[src/core/pssub_consts.vh]
// Constants for the packed signed saturating subtract unit
`ifndef PSSUB_CONSTS_VH
`define PSSUB_CONSTS_VH

`define PSSUB_MAJOR_LSB 26
`define PSSUB_MAJOR_MSB 31
`define PSSUB_RS_LSB 21
`define PSSUB_RS_MSB 25
`define PSSUB_RT_LSB 16
`define PSSUB_RT_MSB 20
`define PSSUB_RD_LSB 11
`define PSSUB_RD_MSB 15
`define PSSUB_FUNC_LSB 6
`define PSSUB_FUNC_MSB 10
`define PSSUB_MINOR_LSB 0
`define PSSUB_MINOR_MSB 5

`define PSSUB_MULTIMEDIA_MAJOR_OPCODE 6'h1c
`define PSSUB_MULTIMEDIA_MINOR_GROUP_ZERO 6'h08
`define PSSUB_FUNC_SUB_SAT_HALF 5'h15
`define PSSUB_FUNC_SUB_SAT_WORD 5'h11

`define PSSUB_HALF_MAX 16'h7fff
`define PSSUB_HALF_MIN 16'h8000
`define PSSUB_WORD_MAX 32'h7fff_ffff
`define PSSUB_WORD_MIN 32'h8000_0000

`endif

[src/core/pssub_lane.v]
// One signed saturating subtract lane
`include "pssub_consts.vh"

module pssub_lane #(
  parameter W = 16
) (
  input wire [W-1:0] a,
  input wire [W-1:0] b,
  input wire [W-1:0] sat_max,
  input wire [W-1:0] sat_min,
  output reg [W-1:0] y
);

  wire [W:0] diff;

  // One extra bit holds the true signed difference
  assign diff = {a[W-1], a} - {b[W-1], b};

  always @* begin
    if (diff[W] != diff[W-1]) begin
      // Clamp by the true sign; no overflow flag leaves the lane
      y = diff[W] ? sat_min : sat_max;
    end else begin
      y = diff[W-1:0];
    end
  end

endmodule

[src/core/pssub_unit.v]
// Packed signed saturating subtract datapath, halfword and word variants
`include "pssub_consts.vh"

// Notes on behaviour
// RULE1: Halfword op subtracts eight signed 16-bit rt lanes from rs lanes in place.
// RULE2: Halfword lanes clamp to 0x7FFF above range, 0x8000 below, else low bits.
// RULE3: Word op subtracts four signed 32-bit rt lanes from rs lanes in place.
// RULE4: Word lanes clamp to 0x7FFFFFFF above, 0x80000000 below, else low bits.
// RULE5: No overflow or underflow exception is ever raised.
// RULE6: Full 128-bit sources are read; all destination lanes are written.
// RULE7: Halfword op is major 011100, function 10101, minor 001000.
// RULE8: Word op is function 10001, minor 001000, same major and fields.
// RULE9: Lane arithmetic is combinational; result is registered for write-back.
module pssub_unit (
  input wire clk_sys,
  input wire nrst,
  input wire issue_valid,
  input wire [31:0] instr_word,
  input wire [127:0] src_rs,
  input wire [127:0] src_rt,
  output reg result_valid_r,
  output reg [127:0] result_r,
  output reg [4:0] dest_reg_r,
  output reg op_half_r,
  output reg op_word_r,
  output reg exception_r
);

  // ************************************************************
  // Decode
  // ************************************************************
  wire [5:0] major_fld;
  wire [4:0] func_fld;
  wire [5:0] minor_fld;
  wire group_hit;
  wire is_half;
  wire is_word;
  wire take_op;
  wire [4:0] rd_fld;

  assign major_fld = instr_word[`PSSUB_MAJOR_MSB:`PSSUB_MAJOR_LSB];
  assign func_fld = instr_word[`PSSUB_FUNC_MSB:`PSSUB_FUNC_LSB];
  assign minor_fld = instr_word[`PSSUB_MINOR_MSB:`PSSUB_MINOR_LSB];
  assign group_hit = (major_fld == `PSSUB_MULTIMEDIA_MAJOR_OPCODE) &&
                     (minor_fld == `PSSUB_MULTIMEDIA_MINOR_GROUP_ZERO);
  assign is_half = group_hit && (func_fld == `PSSUB_FUNC_SUB_SAT_HALF); // RULE7
  assign is_word = group_hit && (func_fld == `PSSUB_FUNC_SUB_SAT_WORD); // RULE8
  assign take_op = issue_valid && (is_half || is_word);
  assign rd_fld = instr_word[`PSSUB_RD_MSB:`PSSUB_RD_LSB];

  // ************************************************************
  // Lanes
  // ************************************************************
  wire [127:0] half_res;
  wire [127:0] word_res;
  reg [127:0] lane_res;

  pssub_lane #(
    .W(16)
  ) u_half_0 ( // RULE1
    .a(src_rs[15:0]),
    .b(src_rt[15:0]),
    .sat_max(`PSSUB_HALF_MAX), // RULE2
    .sat_min(`PSSUB_HALF_MIN),
    .y(half_res[15:0])
  );

  pssub_lane #(
    .W(16)
  ) u_half_1 ( // RULE1
    .a(src_rs[31:16]),
    .b(src_rt[31:16]),
    .sat_max(`PSSUB_HALF_MAX), // RULE2
    .sat_min(`PSSUB_HALF_MIN),
    .y(half_res[31:16])
  );

  pssub_lane #(
    .W(16)
  ) u_half_2 ( // RULE1
    .a(src_rs[47:32]),
    .b(src_rt[47:32]),
    .sat_max(`PSSUB_HALF_MAX), // RULE2
    .sat_min(`PSSUB_HALF_MIN),
    .y(half_res[47:32])
  );

  pssub_lane #(
    .W(16)
  ) u_half_3 ( // RULE1
    .a(src_rs[63:48]),
    .b(src_rt[63:48]),
    .sat_max(`PSSUB_HALF_MAX), // RULE2
    .sat_min(`PSSUB_HALF_MIN),
    .y(half_res[63:48])
  );

  pssub_lane #(
    .W(16)
  ) u_half_4 ( // RULE1
    .a(src_rs[79:64]),
    .b(src_rt[79:64]),
    .sat_max(`PSSUB_HALF_MAX), // RULE2
    .sat_min(`PSSUB_HALF_MIN),
    .y(half_res[79:64])
  );

  pssub_lane #(
    .W(16)
  ) u_half_5 ( // RULE1
    .a(src_rs[95:80]),
    .b(src_rt[95:80]),
    .sat_max(`PSSUB_HALF_MAX), // RULE2
    .sat_min(`PSSUB_HALF_MIN),
    .y(half_res[95:80])
  );

  pssub_lane #(
    .W(16)
  ) u_half_6 ( // RULE1
    .a(src_rs[111:96]),
    .b(src_rt[111:96]),
    .sat_max(`PSSUB_HALF_MAX), // RULE2
    .sat_min(`PSSUB_HALF_MIN),
    .y(half_res[111:96])
  );

  pssub_lane #(
    .W(16)
  ) u_half_7 ( // RULE1
    .a(src_rs[127:112]),
    .b(src_rt[127:112]),
    .sat_max(`PSSUB_HALF_MAX), // RULE2
    .sat_min(`PSSUB_HALF_MIN),
    .y(half_res[127:112])
  );

  pssub_lane #(
    .W(32)
  ) u_word_0 ( // RULE3
    .a(src_rs[31:0]),
    .b(src_rt[31:0]),
    .sat_max(`PSSUB_WORD_MAX), // RULE4
    .sat_min(`PSSUB_WORD_MIN),
    .y(word_res[31:0])
  );

  pssub_lane #(
    .W(32)
  ) u_word_1 ( // RULE3
    .a(src_rs[63:32]),
    .b(src_rt[63:32]),
    .sat_max(`PSSUB_WORD_MAX), // RULE4
    .sat_min(`PSSUB_WORD_MIN),
    .y(word_res[63:32])
  );

  pssub_lane #(
    .W(32)
  ) u_word_2 ( // RULE3
    .a(src_rs[95:64]),
    .b(src_rt[95:64]),
    .sat_max(`PSSUB_WORD_MAX), // RULE4
    .sat_min(`PSSUB_WORD_MIN),
    .y(word_res[95:64])
  );

  pssub_lane #(
    .W(32)
  ) u_word_3 ( // RULE3
    .a(src_rs[127:96]),
    .b(src_rt[127:96]),
    .sat_max(`PSSUB_WORD_MAX), // RULE4
    .sat_min(`PSSUB_WORD_MIN),
    .y(word_res[127:96])
  );

  always @* begin
    // Every lane of the destination comes from the selected variant
    if (is_word) begin
      lane_res = word_res; // RULE6
    end else begin
      lane_res = half_res; // RULE6
    end
  end

  // ************************************************************
  // Write-back stage
  // ************************************************************
  reg result_valid_nxt;
  reg op_half_nxt;
  reg op_word_nxt;
  reg exception_nxt;
  reg [4:0] dest_reg_nxt;
  reg [127:0] result_nxt;

  always @* begin
    // A refused or idle cycle leaves the last result for the register file
    result_valid_nxt = 1'h0;
    op_half_nxt = 1'h0;
    op_word_nxt = 1'h0;
    exception_nxt = 1'h0; // RULE5
    dest_reg_nxt = dest_reg_r;
    result_nxt = result_r;
    if (take_op) begin
      result_valid_nxt = 1'h1; // RULE9
      op_half_nxt = is_half;
      op_word_nxt = is_word;
      dest_reg_nxt = rd_fld;
      result_nxt = lane_res; // RULE6
    end
  end

  always @(posedge clk_sys) begin
    if (!nrst) begin
      result_valid_r <= 1'h0;
      result_r <= 128'h0000_0000_0000_0000_0000_0000_0000_0000;
      dest_reg_r <= 5'h00;
      op_half_r <= 1'h0;
      op_word_r <= 1'h0;
      exception_r <= 1'h0;
    end else begin
      result_valid_r <= result_valid_nxt;
      result_r <= result_nxt; // RULE9
      dest_reg_r <= dest_reg_nxt;
      op_half_r <= op_half_nxt;
      op_word_r <= op_word_nxt;
      exception_r <= exception_nxt;
    end
  end

endmodule

[config.mk]
export PLATFORM = sky130hd
export DESIGN_NAME = pssub_unit
export DESIGN_NICKNAME = d
export VERILOG_FILES = /design/src/core/pssub_lane.v /design/src/core/pssub_unit.v
export VERILOG_INCLUDE_DIRS = /design/src /design/src/core
export SDC_FILE = /design/constraint.sdc
export NUM_CORES = 1
export LEC_CHECK = 0
export BUFFER_PORTS_ARGS = -buffer_cell sky130_fd_sc_hd__clkbuf_2
export CORE_UTILIZATION = 45
export CTS_CLUSTER_DIAMETER = 80
export DETAILED_ROUTE_END_ITERATION = 6
export GPL_ROUTABILITY_DRIVEN = 0
export PLACE_DENSITY = 0.76
export SLEW_MARGIN = 20
export SYNTH_ARGS = -nofsm -noshare
export SYNTH_HDL_FRONTEND = slang
export SYNTH_SLANG_ARGS = --single-unit
[constraint.sdc]
create_clock -name clk_sys -period 5.9 [get_ports clk_sys]
set_input_delay 1.18 -clock clk_sys [delete_from_list [all_inputs] [get_ports clk_sys]]
set_output_delay 1.18 -clock clk_sys [all_outputs]
set_load 0.05 [all_outputs]
==> results.sh <==
export IMPL_postSynthAreaPerCell_sq_um=7.36
export IMPL_holdBufCountCts=0
export IMPL_min_delay_path_depth=2
export IMPL_setup_viol_count_final=0
export IMPL_cell_depth_of_the_worst_flop_to_flop_path=3
export IMPL_cells_along_the_critical_path="clkbuf_2 > inv_1 > ha_1 > nand2_1 > or3_1 > a211oi_2 > nor2_1 > o21a_1 > o21ai_1 > a21oi_1 > o21ai_1 > xor2_1 > ha_1 > nand2_1 > or2_2 > o221a_4 > nor2b_4 > o21ba_2 > o21ai_0"
export IMPL_placed_cells_incl_taps=2822
export IMPL_die_width_um=185
export IMPL_ctsResizeCount=0
export IMPL_clk_transition_reported_paths_ns=0.06
export IMPL_floorplan_die_height_um=185
export IMPL_floorplan_die_area_sq_um=34300
export IMPL_grt_first_pass_wirelength_mm=77.3
export IMPL_drv_max_cap_violation_count=0
export IMPL_fraction_of_layout_instances_using_a_drive_strength_above_1=0.235
export IMPL_antenna_found_initial=11
export IMPL_synth_largest_area_cell="dfxtp_1"
export IMPL_synth_net_count=2498
export IMPL_worstHoldStart="result_r[100]"
export IMPL_async_flop_share=0
export IMPL_post_synth_most_frequent_cells="nand2_1 (211), a21oi_1 (200), inv_1 (170), o21ai_0 (156), ha_1 (144)"
export IMPL_drt_antenna_violating_nets=0
export IMPL_netlist_instances=2055
export IMPL_fp_coreArea_sq_um=32800
export IMPL_worst_clock_skew_ns=0
export IMPL_critPathKind="in -> reg"
export IMPL_yosys_cell_types_count=103
export IMPL_maxSlewHeadroom=0.307
export IMPL_ys_ff_latch=136
export IMPL_clockRootBuffer="clkbuf_16"
export IMPL_run_status="complete, no violations"
export IMPL_globalRoute_totalOverflow=0
export IMPL_detailedPlacementHpwl_mm=38.6
export IMPL_p_leak_uw=0.00876
export IMPL_yosys_cell_count_top_type="nand2_1"
export IMPL_detail_route_drc_violations=0
export IMPL_clock_path_buffers=2
export IMPL_grt_total_usage=0.283
export IMPL_finish_cell_count_without_fillers=2861
export IMPL_timing_critical_path_required_ns=6.27
export IMPL_synth_top_cells_by_area="dfxtp_1 (18%), ha_1 (12%), a21oi_1 (6.6%), xnor2_1 (5.5%), nand2_1 (5.2%)"
export IMPL_viasPerCell=5.79
export IMPL_setup_tns_final_ns=0
export IMPL_number_of_cell_rows=66
export IMPL_synth_warning_count=0
export IMPL_postSynth_topFlopCell="dfxtp_1"
export IMPL_timing_rr_end="result_r[29]"
export IMPL_worst_hold_path_endpoint="result_r[100]"
export IMPL_worst_path_max_fanout=18
export IMPL_wl_mm=49.8
export IMPL_grt_start_max_net_pins=80
export IMPL_detailed_router_s_first_iteration_violation_count=1022
export IMPL_cts_htree_levels=4
export IMPL_setup_repair_after_global_routing_missed_its_margin="no"
export IMPL_via_count_of_the_first_global_routing_pass=15306
export IMPL_hold_violations=0
export IMPL_initial_core_util=0.461
export IMPL_cts_tree="done"
export IMPL_cts_sinks=136
export IMPL_r2r_setup_slack_ns=5.06
export IMPL_drt_wirelength_per_cell_um=17.4
export IMPL_fin_nets=2842
export IMPL_p_per_area_nw_per_um2=206
export IMPL_fmax_mhz=199
export IMPL_final_max_slew_violation_count=0
export IMPL_mappedNetlistArea_sq_um=15100
export IMPL_total_power_uw=3710
export IMPL_buffer_ports_inserted=416
export IMPL_vdd_drop_max_uv=234
export IMPL_cp_end_kind="flop"
export IMPL_clk_insertion_delay_late_ns=0.44
export IMPL_yosysTopAreaCellShare=0.180
export IMPL_type_of_the_tightest_min_delay_check="reg -> reg"
export IMPL_vias=16551
export IMPL_post_route_min_period_ns=5.03
export IMPL_cts_made_buffers=17
export IMPL_synth_sequential_area_ratio=0.180
export IMPL_worst_slew_pin_transition_ns=1.04
export IMPL_timing_critical_path_arrival_ns=5.40
export IMPL_count_of_flip_flops_with_a_built_in_enable_after_synthesis=0
export IMPL_startpoint_type="input pin"
export IMPL_post_cts_buffers=0
export IMPL_slowest_delay_ns=0.40
export IMPL_regToRegStartpoint="result_r[29]"
export IMPL_design_portCount=428
export IMPL_area_delta_synth_final_pct=19.0
export IMPL_drt_pass1_iterations=5
export IMPL_slowest_stage="or3_1"
export IMPL_layout_worst_path_cycle_share=0.853
worst max-delay path by stage:
stage	start	depth (start not counted)	slack, ns	end
2_1_floorplan	src_rt[56]	20	1.05	result_r[40]
3_3_place_gp	src_rt[72]	19	0.59	result_r[75]
3_5_place_dp	src_rt[77]	19	0.45	result_r[75]
4_1_cts	src_rt[77]	19	0.91	result_r[75]
5_1_grt	src_rt[72]	19	0.60	result_r[75]
6_report	src_rt[77]	19	0.87	result_r[75]
critical path, delay by kind of cell:
family / cells / cell delay [ns]
buffers and inverters: 2 / 0.18
XOR/XNOR: 1 / 0.11
AO/OA/AOI/OAI: 8 / 1.89
AND/OR/NAND/NOR: 6 / 1.39
adder cells (fa/ha/maj): 2 / 0.64
flip-flops by register name (all words and copies together), names as in the netlist:
| register | flops |
|---|---|
| op_word_r | 1 |
| op_half_r | 1 |
| result_valid_r | 1 |
| dest_reg_r | 5 |
| result_r | 128 |
kinds of logic (layout without fill, tap and decap cells):
logic type | after synthesis | in the layout | synth area share
muxes | 3 | 3 | 0.00199
adders and majority gates | 153 | 153 | 0.130
other | 1 | 8 | 0.000248
xor gates and xnor gates | 167 | 167 | 0.0977
buffers and inverters | 279 | 636 | 0.0774
and+or+nand+nor | 575 | 575 | 0.184
DFF | 136 | 136 | 0.180
AOI/OAI and AO/OA | 741 | 741 | 0.328
per-layer routing:
metal  global-route usage  vias up  share of wire
li1                     -     8008              -
met1                0.331     7603           0.40
met2                0.468      779           0.46
met3               0.0686      151          0.088
met4                0.162       10          0.046
met5                    0        -         0.0014
power by group:
| part | internal [uW] | switching [uW] |
|---|---|---|
| sequential | 918 | 0.00619 |
| combinational | 650 | 987 |
| clock | 697 | 457 |
cells in the final DEF (no fill, tap or decap), types with 18 or more instances in the layout:
cell type  count
a21oi_1      200
nand4_1       24
nor2_1       141
clkbuf_2     416
o21ai_0      156
nor2b_1       18
o21a_1        36
xor2_1        70
o21ai_1       30
o31ai_1       23
nand2_1      210
inv_1        170
a21o_1        60
buf_4         18
ha_1         144
dfxtp_1      136
nor3_1        34
xnor2_1       95
a31oi_1       20
a22o_1        32
nand3_1       31
metrics by stage:
stage	hold WS, ns	setup WS (ns)	area [sq um]	util
3_3_place_gp	0.434	0.587	17400	0.530
3_5_place_dp	0.440	0.450	17400	0.530
5_1_grt	0.465	0.601	18000	0.549
2_1_floorplan	0.664	1.05	15100	-
6_report	0.450	0.867	18000	0.549
4_1_cts	0.450	0.913	18000	0.549
area by class of cell:
class                   count  area [sq um]
diodes                      7          17.5
clock inverters            12           148
fillers                  3181         14800
multi-input cells        1640         11200
clock buffers              20           467
inverters                 170           638
repair buffers            434          2220
flip-flops and latches    136          2720
well taps                 442           553
(Power assumes the default switching activity.)
